$ cat config.mk
export PLATFORM = sky130hd
export DESIGN_NAME = serial_auto_channel
export DESIGN_NICKNAME = d
export VERILOG_FILES = /design/src/common/serial_auto_pkg.sv /design/src/design/serial_auto_channel.sv
export SDC_FILE = /design/constraint.sdc
export NUM_CORES = 1
export LEC_CHECK = 0
export ABC_CLOCK_PERIOD_IN_PS = 5200
export BUFFER_PORTS_ARGS = -buffer_cell sky130_fd_sc_hd__buf_2
export CORE_MARGIN = 1.5
export CORE_UTILIZATION = 50
export CTS_CLUSTER_SIZE = 8
export DETAILED_ROUTE_END_ITERATION = 8
export GPL_TIMING_DRIVEN = 0
export PLACE_DENSITY = 0.66
export SKIP_LAST_GASP = 1
export SLEW_MARGIN = 40
export SYNTH_ARGS = -nofsm -noshare
export SYNTH_HDL_FRONTEND = slang
export SYNTH_SLANG_ARGS = --single-unit
$ cat constraint.sdc
create_clock -name sys_clk -period 5.2 [get_ports sys_clk]
set_clock_uncertainty 0.1 [all_clocks]
set_input_delay 0.26 -clock sys_clk [delete_from_list [all_inputs] [get_ports sys_clk]]
set_output_delay 0.26 -clock sys_clk [all_outputs]
set_load 0.005 [all_outputs]
$ cat src/common/serial_auto_pkg.sv
// Constants, register map and state types of the three-wire serial channel.
// Assumes a 250 MHz system clock that also serves as the main clock fx.
//
// Functional notes
// - Shift and drive data-out from its latch on each serial clock fall.
// - Sample data-in into the shifter on each serial clock rise.
// - After eight bits stop shifting; byte mode also sets the transfer-done flag.
// - A software write of the shift register drives data-out low.
// - Mode bit 6 picks bit order: 0 MSB first, 1 LSB first.
// - Order is reversed on the bus path only; shift direction never changes.
// - A write starts a transfer only if enabled and the clock is idle.
// - Enabling the channel after the write does not start a transfer.
// - Clock: hi=0 external pin, 1,0 timer two, 1,1 prescaler choice.
// - Auto-mode bit 0 gives byte mode, 1 gives automatic mode.
// - Enable 0 stops, clears the bit counter, releases pins; 1 runs.
// - Receive-enable 0 makes an auto-mode transfer transmit-only (no buffer RAM writes).
// - Auto mode moves up to 64 bytes between buffer RAM and the link.
// - Transfer-in-progress and error flags are read-only.
// - Interval enable 0 adds no gap; 1 uses the 5-bit interval value.
// - Gap for value n lies between the printed minimum and maximum.
// - With a programmed interval the busy input is ignored.
// - In auto mode a shift register write is only a start trigger.
// - Auto mode walks the pointer down until the byte at pointer 0 is sent.
// - Block end clears transfer-in-progress and drives data-out low.

package serial_auto_pkg;

  // ****************************************
  // Register indices (byte address = 4 * index)
  // ****************************************
  localparam logic [15:0] IDX_MODE      = 16'hFF68;
  localparam logic [15:0] IDX_AUTO_CTRL = 16'hFF69;
  localparam logic [15:0] IDX_POINTER   = 16'hFF6A;
  localparam logic [15:0] IDX_INTERVAL  = 16'hFF6B;
  localparam logic [15:0] IDX_PRESCALER = 16'hFF6C;
  localparam logic [15:0] IDX_STATUS    = 16'hFF6D;
  localparam logic [15:0] IDX_SHIFT     = 16'hFF6F;
  localparam logic [15:0] IDX_RAM_BASE  = 16'hFAC0;
  localparam int          RAM_DEPTH     = 64;
  localparam int          RAM_AW        = 6;

  // ****************************************
  // Field positions, write masks, reset values
  // ****************************************
  localparam int MODE_ENABLE_BIT  = 7;
  localparam int MODE_DIR_BIT     = 6;
  localparam int MODE_AUTO_BIT    = 5;
  localparam int MODE_SRC_HI_BIT  = 1;
  localparam int MODE_SRC_LO_BIT  = 0;
  localparam int ACTL_RE_BIT      = 7;
  localparam int ACTL_ERR_BIT     = 4;
  localparam int ACTL_TRF_BIT     = 3;
  localparam int ACTL_STROBE_HANDSHAKE_ENABLE_BIT    = 2;
  localparam int ACTL_BUSY_BIT    = 1;
  localparam int INTV_EN_BIT      = 7;
  localparam int PRESC_SEL_LSB    = 4;
  localparam int STATUS_DONE_BIT  = 0;
  localparam logic [7:0] MODE_WMASK  = 8'hE3;
  localparam logic [7:0] ACTL_WMASK  = 8'h86;
  localparam logic [7:0] INTV_WMASK  = 8'h9F;
  localparam logic [7:0] REG_RESET   = 8'h00;

  // ****************************************
  // Interval timing, in fx cycles (fx = system clock)
  // ****************************************
  localparam int INTV_STEP_FX = 128;
  localparam int INTV_BASE_FX = 64;
  localparam int GAP_W        = 13;

  typedef enum logic [2:0] {
    PH_IDLE, PH_SHIFT, PH_STORE, PH_GAP, PH_LOAD
  } phase_t;

  typedef struct packed {
    logic        wait_req;
    logic [31:0] rdata;
    logic [7:0]  mode;
    logic [7:0]  auto_ctrl;
    logic [7:0]  interval;
    logic [7:0]  prescaler;
    logic [7:0]  pointer;
    logic [7:0]  shreg;
    logic        irq;
    logic        so;
    logic        so_oe;
    logic        sck;
    logic        sck_oe;
    logic        strobe;
    logic        strobe_oe;
    logic [3:0]  bitcnt;
    phase_t      phase;
    logic [GAP_W-1:0] gap;
    logic [15:0] pdiv;
    logic        tim_prev;
    logic        ext_s1;
    logic        ext_s2;
    logic        ext_prev;
    logic        si_s1;
    logic        si_s2;
    logic        busy_s1;
    logic        busy_s2;
  } state_t;

endpackage : serial_auto_pkg

$ cat src/design/serial_auto_channel.sv
// Three-wire serial channel with byte mode and automatic block mode.
// Assumes an Avalon-MM master on sys_clk and pins that pass through pads.
`timescale 1ns/10ps

module serial_auto_channel
  import serial_auto_pkg::*;
(
  // Clock, reset, enable
  input  wire logic        sys_clk,
  input  wire logic        resetn,
  input  wire logic        clk_en,
  // Avalon-MM slave
  input  wire logic [17:0] avs_address,
  input  wire logic        avs_read,
  input  wire logic        avs_write,
  input  wire logic [31:0] avs_writedata,
  input  wire logic [3:0]  avs_byteenable,
  output logic      [31:0] avs_readdata,
  output logic             avs_waitrequest,
  // Serial clock pin
  input  wire logic        serial_clock_pin_in,
  output logic             serial_clock_pin_out,
  output logic             serial_clock_pin_oe,
  // Data pins
  output logic             serial_data_out_pin,
  output logic             serial_data_out_oe,
  input  wire logic        serial_data_in_pin,
  // Handshake pins
  output logic             strobe_output,
  output logic             strobe_output_oe,
  input  wire logic        busy_input,
  // Clock sources and flag
  input  wire logic        timer_two_output,
  output logic             transfer_done_irq_flag
);

  // ****************************************
  // Helpers
  // ****************************************
  function automatic logic [7:0] reverse8(input logic [7:0] v);
    logic [7:0] r;
    r = 8'h00;
    for (int i = 0; i < 8; i++) begin
      r[i] = v[7-i];
    end
    return r;
  endfunction : reverse8

  // Bus path into and out of the shifter, reversed for LSB first
  function automatic logic [7:0] bus_order(input logic [7:0] v,
                                           input logic       lsb_first);
    return lsb_first ? reverse8(v) : v;
  endfunction : bus_order

  state_t           st;
  state_t           next_st;
  logic [7:0]       buffer_ram [RAM_DEPTH];
  logic             ram_we;
  logic [RAM_AW-1:0] ram_wa;
  logic [7:0]       ram_wd;

  // ****************************************
  // Next state
  // ****************************************
  always_comb begin
    logic        enable;
    logic        internal;
    logic        lsb_first;
    logic        tick;
    logic        presc_tick;
    logic        fall;
    logic        rise;
    logic        req;
    logic        do_acc;
    logic        do_wr;
    logic [15:0] idx;
    logic [15:0] pmask;
    logic [31:0] rd;
    logic        irq_set;
    logic        irq_clr;
    logic        idle_ok;
    logic        gap_ready;
    enable     = st.mode[MODE_ENABLE_BIT];
    internal   = st.mode[MODE_SRC_HI_BIT];
    lsb_first  = st.mode[MODE_DIR_BIT];
    next_st    = st;
    ram_we     = 1'b0;
    ram_wa     = st.pointer[RAM_AW-1:0];
    ram_wd     = 8'h00;
    fall       = 1'b0;
    rise       = 1'b0;
    irq_set    = 1'b0;
    irq_clr    = 1'b0;
    gap_ready  = 1'b0;
    idle_ok    = 1'b0;
    rd         = 32'h0000_0000;

    // Pin inputs pass two flops before use
    next_st.ext_s1   = serial_clock_pin_in;
    next_st.ext_s2   = st.ext_s1;
    next_st.ext_prev = st.ext_s2;
    next_st.si_s1    = serial_data_in_pin;
    next_st.si_s2    = st.si_s1;
    next_st.busy_s1  = busy_input;
    next_st.busy_s2  = st.busy_s1;
    next_st.tim_prev = timer_two_output;
    next_st.pdiv     = st.pdiv + 16'h0001;
    next_st.strobe   = 1'b0;

    // Serial clock source selection
    pmask = (16'h0001 << st.prescaler[PRESC_SEL_LSB +: 4]) - 16'h0001;
    presc_tick = (st.pdiv & pmask) == 16'h0000;
    tick = st.mode[MODE_SRC_LO_BIT] ? presc_tick
                                    : (timer_two_output & ~st.tim_prev);

    if (st.phase == PH_SHIFT) begin
      if (internal) begin
        if (tick) begin
          next_st.sck = ~st.sck;
          fall        = st.sck;
          rise        = ~st.sck;
        end
      end else begin
        fall = st.ext_prev & ~st.ext_s2;
        rise = ~st.ext_prev & st.ext_s2;
      end
    end

    // ****************************************
    // Shifter
    // ****************************************
    if (fall) begin
      next_st.so    = st.shreg[7];
      next_st.shreg = {st.shreg[6:0], 1'b0};
    end
    if (rise) begin
      next_st.shreg[0] = st.si_s2;
      next_st.bitcnt   = st.bitcnt + 4'h1;
      if (st.bitcnt == 4'h7) begin
        if (st.mode[MODE_AUTO_BIT]) begin
          next_st.phase = PH_STORE;
        end else begin
          next_st.phase = PH_IDLE;
          irq_set       = 1'b1;
        end
      end
    end

    // ****************************************
    // Automatic block engine
    // ****************************************
    unique case (st.phase)
      PH_IDLE, PH_SHIFT: begin
      end
      PH_STORE: begin
        if (st.auto_ctrl[ACTL_RE_BIT]) begin
          ram_we = 1'b1;
          ram_wd = bus_order(st.shreg, lsb_first);
        end
        if (st.pointer == 8'h00) begin
          next_st.phase                  = PH_IDLE;
          next_st.auto_ctrl[ACTL_TRF_BIT] = 1'b0;
          next_st.so                     = 1'b0;
          irq_set                        = 1'b1;
        end else begin
          next_st.pointer = st.pointer - 8'h01;
          next_st.strobe  = internal & st.auto_ctrl[ACTL_STROBE_HANDSHAKE_ENABLE_BIT];
          next_st.gap     = GAP_W'((32'(st.interval[4:0]) + 1)
                                   * INTV_STEP_FX + INTV_BASE_FX);
          next_st.phase   = PH_GAP;
        end
      end
      PH_GAP: begin
        if (st.interval[INTV_EN_BIT]) begin
          // Busy is not looked at while the interval rules the gap
          gap_ready    = st.gap == '0;
          next_st.gap  = gap_ready ? st.gap : st.gap - GAP_W'(1);
        end else if (internal & st.auto_ctrl[ACTL_BUSY_BIT]) begin
          gap_ready = ~st.busy_s2;
        end else begin
          gap_ready = 1'b1;
        end
        if (gap_ready) begin
          next_st.phase = PH_LOAD;
        end
      end
      PH_LOAD: begin
        // Reversal applies as the byte enters the shifter
        next_st.shreg  = bus_order(buffer_ram[st.pointer[RAM_AW-1:0]],
                                   lsb_first);
        next_st.bitcnt = 4'h0;
        next_st.phase  = PH_SHIFT;
      end
      default: begin
        next_st.phase = PH_IDLE;
      end
    endcase

    // ****************************************
    // Avalon-MM slave: answer one cycle after the request
    // ****************************************
    req    = avs_read | avs_write;
    idx    = avs_address[17:2];
    do_acc = req & ~st.wait_req;
    do_wr  = do_acc & avs_write & avs_byteenable[0];
    next_st.wait_req = ~(req & st.wait_req);

    if (idx[15:RAM_AW] == IDX_RAM_BASE[15:RAM_AW]) begin
      rd[7:0] = buffer_ram[idx[RAM_AW-1:0]];
    end else begin
      unique case (idx)
        IDX_MODE:      rd[7:0] = st.mode;
        IDX_AUTO_CTRL: rd[7:0] = st.auto_ctrl;
        IDX_POINTER:   rd[7:0] = st.pointer;
        IDX_INTERVAL:  rd[7:0] = st.interval;
        IDX_PRESCALER: rd[7:0] = st.prescaler;
        IDX_STATUS:    rd[STATUS_DONE_BIT] = st.irq;
        IDX_SHIFT:     rd[7:0] = bus_order(st.shreg, lsb_first);
        default:       rd = 32'h0000_0000;
      endcase
    end
    if (req & st.wait_req) begin
      next_st.rdata = rd;
    end

    if (do_wr) begin
      if (idx[15:RAM_AW] == IDX_RAM_BASE[15:RAM_AW]) begin
        if (!ram_we) begin
          ram_we = 1'b1;
          ram_wa = idx[RAM_AW-1:0];
          ram_wd = avs_writedata[7:0];
        end
      end else begin
        unique case (idx)
          IDX_MODE: begin
            next_st.mode = avs_writedata[7:0] & MODE_WMASK;
          end
          IDX_AUTO_CTRL: begin
            next_st.auto_ctrl = (avs_writedata[7:0] & ACTL_WMASK)
                              | (next_st.auto_ctrl & ~ACTL_WMASK);
          end
          IDX_POINTER: begin
            next_st.pointer = {2'b00, avs_writedata[RAM_AW-1:0]};
          end
          IDX_INTERVAL: begin
            next_st.interval = avs_writedata[7:0] & INTV_WMASK;
          end
          IDX_PRESCALER: begin
            next_st.prescaler = avs_writedata[7:0];
          end
          IDX_STATUS: begin
            irq_clr = avs_writedata[STATUS_DONE_BIT];
          end
          IDX_SHIFT: begin
            next_st.so = 1'b0;
            idle_ok = (st.phase == PH_IDLE)
                    & (internal ? st.sck : st.ext_s2);
            if (st.mode[MODE_AUTO_BIT]) begin
              // Written value is a trigger only and never sent
              if (enable & idle_ok) begin
                next_st.phase                  = PH_LOAD;
                next_st.auto_ctrl[ACTL_TRF_BIT] = 1'b1;
              end
            end else begin
              next_st.shreg = bus_order(avs_writedata[7:0], lsb_first);
              if (enable & idle_ok) begin
                next_st.phase  = PH_SHIFT;
                next_st.bitcnt = 4'h0;
              end
            end
          end
          default: begin
          end
        endcase
      end
    end

    // Channel off: stop, clear the bit counter, release the pins
    if (!enable) begin
      next_st.phase                  = PH_IDLE;
      next_st.bitcnt                 = 4'h0;
      next_st.sck                    = 1'b1;
      next_st.auto_ctrl[ACTL_TRF_BIT] = 1'b0;
    end

    // A set in the same cycle as a clear wins
    next_st.irq = (st.irq & ~irq_clr) | irq_set;

    next_st.so_oe     = next_st.mode[MODE_ENABLE_BIT];
    next_st.sck_oe    = next_st.mode[MODE_ENABLE_BIT]
                      & next_st.mode[MODE_SRC_HI_BIT];
    next_st.strobe_oe = next_st.sck_oe
                      & next_st.auto_ctrl[ACTL_STROBE_HANDSHAKE_ENABLE_BIT];
  end

  // ****************************************
  // State registers
  // ****************************************
  always_ff @(posedge sys_clk or negedge resetn) begin
    if (!resetn) begin
      st           <= '0;
      st.wait_req  <= 1'b1;
      st.mode      <= REG_RESET;
      st.auto_ctrl <= REG_RESET;
      st.interval  <= REG_RESET;
      st.prescaler <= REG_RESET;
      st.sck       <= 1'b1;
      st.phase     <= PH_IDLE;
    end else if (clk_en) begin
      st <= next_st;
    end
  end

  // Buffer RAM has no reset; contents are undefined until written
  always_ff @(posedge sys_clk) begin
    if (clk_en && ram_we) begin
      buffer_ram[ram_wa] <= ram_wd;
    end
  end

  // ****************************************
  // Outputs
  // ****************************************
  assign avs_readdata           = st.rdata;
  assign avs_waitrequest        = st.wait_req;
  assign serial_clock_pin_out   = st.sck;
  assign serial_clock_pin_oe    = st.sck_oe;
  assign serial_data_out_pin    = st.so;
  assign serial_data_out_oe     = st.so_oe;
  assign strobe_output          = st.strobe;
  assign strobe_output_oe       = st.strobe_oe;
  assign transfer_done_irq_flag = st.irq;

endmodule : serial_auto_channel

* Word level (Yosys, flattened, before mapping)
Memory sizes are Yosys's and may differ from the RTL's. Cells that the tools add are included.
Storage, ports and cells: register bits 103, output and inout bits 40, RAM bits 512, memories 1, word-level logic and storage cells 189
Memories:
- buffer_ram | words 64, bits a word 8, read ports 2, clocked after Yosys merged registers in 0, write ports 1, line serial_auto_channel.sv:57 | logic [7:0] buffer_ram [RAM_DEPTH];
Operators by class: bitwise operators 27, $add $sub $neg 7, reduce and logical (&&, ||, !) cells 14, shift operators 1, muxes and demuxes 91, equal/unequal tests 19
Operators with widths (count):
- $mux 8 | 19
- $eq 16x16->1 const B | 7
- $mux 48 | 2
- $mux 1 | 43
- $mux 7 | 6
- $pmux 7 s6 | 1
- $mux 13 | 3
- $pmux 13 s2 | 1
- $reduce_and 4->1 | 5
- $mux 6 | 3
- $add 16x1->16 const B | 1
- $and 16x16->16 | 1
- $logic_not 16->1 | 1
- $shl 1x4->16 const A | 1
- $sub 16x1->16 const B | 1
- $mux 3 | 5
- $and 1x1->1 | 14
- $add 13x7->13 const B | 1
- $logic_not 13->1 | 1
- $sub 13x1->13 const B | 1
- $mux 4 | 3
- $pmux 3 s4 | 1
- $eq 10x10->1 const B | 1
- $not 1->1 | 9
- other kinds (21) | 28

* Logic depth before layout (Yosys ltp)
word-level depth 17, gate-level depth with buffers 15

* Least setup slack after synthesis
No wires, ideal clock.
path kind register -> register, from register st[97] in the netlist's numbering, to memory buffer_ram[0][4] (data pin), setup time 702 ps, buffers on the path 2, setup slack 772 ps, stages on the path, launching flop included 5, arrival time 3626 ps, cell sequence dfrtp_1 -> clkbuf_1 -> clkbuf_1 -> mux2i_1 -> o21ai_0
Between the ends: longest elaborated chain between the ends 6
Ends and longest elaborated chain:
- start: declaration | line serial_auto_channel.sv:55 | state_t st;
- start signal: assignment | line serial_auto_channel.sv:310 | st <= next_st;
- $mux 8 (*) | line serial_auto_channel.sv:52 | return lsb_first ? reverse8(v) : v;
- $mux 8 (*) | line serial_auto_channel.sv:156 | if (st.auto_ctrl[ACTL_RE_BIT]) begin
- $mux 8 (*) | line serial_auto_channel.sv:152 | unique case (st.phase)
- $mux 8 | line serial_auto_channel.sv:228 | if (!ram_we) begin
- $mux 8 | line serial_auto_channel.sv:227 | if (idx[15:RAM_AW] == IDX_RAM_BASE[15:RAM_AW]) begin
- $mux 8 (*) | line serial_auto_channel.sv:226 | if (do_wr) begin
- named net ram_wd[4] | line serial_auto_channel.sv:60 | logic [7:0] ram_wd;
- end: declaration | line serial_auto_channel.sv:57
The timed path passes the listed nets; every way through them passes the cells marked *.

* Worst setup path in the final report
from register st[59] in the netlist's numbering, to memory buffer_ram[57][6] (enable)
Between the ends: longest elaborated chain between the ends 3
Ends and longest elaborated chain (line):
- $mux 6 | serial_auto_channel.sv:228
- $mux 6 | serial_auto_channel.sv:227
- $mux 6 (*) | serial_auto_channel.sv:226
Every way passes the cells marked *; elsewhere a longest branch is shown, timed or not.

==> flow_summary_export.csv <==
group,metric,value,unit
status,status,"finished, violations left",
status,violations,"DRC, setup timing",
setup_path,end_kind,"flop",
cells_and_area,layout_commonest_cell,"edfxtp_1",
power,sw_frac_of_total,22.8,%
global_routing,grt-ovfl-total,0,
die,core_area,59200,µm²
drt,routedWlPerCell,35.3,µm
global_routing,grt_start_max_net_pins,59,
timing,drv_slew,0,
power,comb_power_share,5.0,%
global_routing,grt_pass1_vias,19900,
die,dieArea,61800,µm²
timing,final-hold-violation-count,0,
power,internal_power,8.51,mW
global_routing,grt_use_met3,9.72,%
setup_path,path_common_cell,"buf_4",
yosys,synthCells,1861,
power,pwr-share-seq,48.6,%
setup_path,worstPathArrival,5410,ps
drt,first_pass_iters,9,
drt,ant_nets,0,
setup_path,path_class,"reg2reg",
die,die_h,249,µm
die,initial_utilization,50.9,%
yosys,yosysSeqAreaShare,59.1,%
power,vdd_drop_max,0.246,mV
power,power_density,318,nW/µm²
setup_path,worstPathMaxFanout,10,
cells_and_area,area_growth,15.1,%
yosys,ys_ff_latch,609,
clock_network,clock_sinks,609,
yosys,synthAdderAreaFrac,0.291,%
timing,min_period_over_period,101,%
power,p_total,11.0,mW
timing,final.min_clock_period,5260,ps
global_routing,grt_usage,32.9,%
setup_path,start_kind,"flop",
power,p_leak,12.7,nW
yosys,synth.area.top_cells,"edfxtp_1 (51%), mux4_2 (20%), dfrtp_1 (7.9%)",
yosys,synth-warning-count,0,
clock_network,clk_latency,650,ps
yosys,synth_top_area_share,51.0,%
timing,finalSetupViolCount,14,
global_routing,antenna_found_initial,2,
yosys,synthSimpleGateAreaFrac,5.95,%
setup_path,critPathTopFamily,"buffers and inverters",
die,num_rows,89,
clock_network,cts_buffers,86,
timing,relSlewSlack,32.9,%
drt,drc_errors,28,
power,clkPwrFrac,46.4,%
placed_design,place_ws,211,ps
global_routing,grt_pass1_wl,143,mm
drt,avgViaCountPerCell,7.05,
clock_network,cts_root_buffer,"clkbuf_16",
cells_and_area,multi_input_area,11800,µm²
drt,drtIter0Drc,3199,
clock_network,cts_buffer_depth,3,
die,dieWidth,249,µm
drt,vias,20200,
hold_path,hp-class,"in2async",
yosys,ys_async_sr_fraction,15.9,%
setup_path,path_buf_inv,7,
clock_network,cts_tree,"done",
global_routing,grt.met2_usage,49.3,%
timing,fmax,190,MHz
placed_design,routabilityCongestion,0.984,
yosys,avgSynthCellArea,16.2,µm²
timing,worst_pin_slew,1000,ps
yosys,synth.largest_area_cell,"edfxtp_1",
cells_and_area,fillerInstances,4448,
yosys,synthMuxAreaShare,24.9,%
cells_and_area,drive_gt1_share,32.8,%
drt,routed_wl,101,mm
flow_run,max_cap_violations,0,
clock_network,clk_pin_slew,50,ps
yosys,synth-edff-count,512,
power,p_sw,2.51,mW
yosys,netlist_area,30100,µm²
yosys,synth-compound-area-share,6.06,%
timing,holdWs,6.91,ps
cells_and_area,fin_nets,2132,
global_routing,grt.busiest_layer,"met2",
yosys,synthXorXnorAreaFrac,0.639,%
setup_path,path_cells,"buf_4 -> buf_6 -> buf_6 -> buf_4 -> buf_4 -> buf_2 -> inv_1 -> nor2_1 -> a21o_1 -> nand4_1 -> nor2_2",
die,ioPinCount,103,
setup_path,cp.required,5350,ps
clock_network,h-tree-depth,3,
yosys,ys.flop_type,"edfxtp_1",
timing,finalSetupTns,-493,ps
placed_design,hpwl,70.3,mm
setup_path,cpPeakStageDelay,930,ps
cells_and_area,final_cell_mix,"edfxtp_1 (512), mux4_2 (270), mux2i_1 (96)",
yosys,synth.distinct_cells,77,
yosys,synth_top_family_by_area,"multiplexers",
cells_and_area,regArea,17800,µm²
global_routing,use_met1,43.0,%
timing,finalWorstSetupSlack,-59.3,ps
setup_path,critPathSlowestCell,"nor2_2",
placed_design,io_buffer_count,44,
==> power groups by stage <==
stage               sequential, mW  combinational (mW)  clock, mW
floorplan                     5.43               0.318          0
global route                  5.36               0.579       5.32
detailed placement            5.45               0.529          0
finish                        5.36               0.553       5.12
CTS                           5.36               0.538       5.12
global placement              5.44               0.508          0
==> final cells by class <==
type	count	area share [%]
antenna	2	0.0144
buffer	163	2.57
clock buffer	117	6.54
clock inverter	7	0.307
inverter	26	0.281
multi-input combinational	1086	33.9
sequential	609	51.3
tap	773	2.79
timing repair buffer	90	2.27
==> cells in the mapped netlist, types with 9 or more instances <==
library cell / number
a211oi_1: 14
a21oi_1: 37
a221oi_1: 12
a22o_1: 11
a22oi_1: 12
a31oi_1: 12
buf_1: 10
buf_2: 32
buf_4: 44
clkbuf_1: 74
dfrtp_1: 95
edfxtp_1: 512
inv_1: 24
mux2_2: 40
mux2i_1: 96
mux4_2: 270
nand2_1: 83
nand2b_1: 19
nand3_1: 26
nand4_1: 14
nor2_1: 117
nor3_1: 24
nor4_1: 11
o211ai_1: 14
o21ai_0: 53
o221ai_1: 16
o22ai_1: 28
or3_1: 9
xnor2_1: 16
==> cell families after synthesis <==
| group | Yosys count |
|---|---|
| flops | 609 |
| mux | 406 |
| simple gates | 362 |
| compound gates | 265 |
| buf+inv | 189 |
| xor+xnor | 22 |
| fa+ha+maj | 7 |
| other cells | 1 |
==> registers in the layout (all words and copies together) (netlist names) <==
name,cells
next_st,4
serial_data_out_pin,1
strobe_output_oe,1
buffer_ram,512
serial_clock_pin_oe,1
transfer_done_irq_flag,1
avs_readdata,8
avs_waitrequest,1
st,78
strobe_output,1
serial_clock_pin_out,1
==> what timing repair did <==
action | in CTS | in global routing
buffers inserted | 0 | 0
hold buffers | 13 | 0
endpoints found under the setup margin | 0 | 8
gates resized for setup | 0 | 1
hold endpoints to repair | 120 | 0
==> per-layer routing <==
metal	vias to the layer above	wire [µm]
met3	342	13400
met2	1594	45500
met1	10300	35900
met5	-	92
li1	7989	-
met4	2	6380
==> through the flow <==
stage,cells,cell area [µm²],util [%]
after floorplan,1884,30200,-
after global placement,2701,31400,53.0
after detailed placement,2733,32100,54.2
after CTS,2870,34600,58.4
after global routing,2871,34700,58.6
final,2873,34700,58.6
==> path summary, 6_finish.rpt <==
path	start	end	slack (ps)	cells after the start
min reg2reg	st[43]	st[43]	350	1
max reg2reg	st[59]	buffer_ram[57][6]	-60	11
min in group sys_clk	clk_en	st[39]	40	3
max in group asynchronous	resetn	serial_clock_pin_out	4360	3
max	st[59]	buffer_ram[57][6]	-60	11
min	resetn	st[73]	7	2
Power figures use the tool's default switching activity.
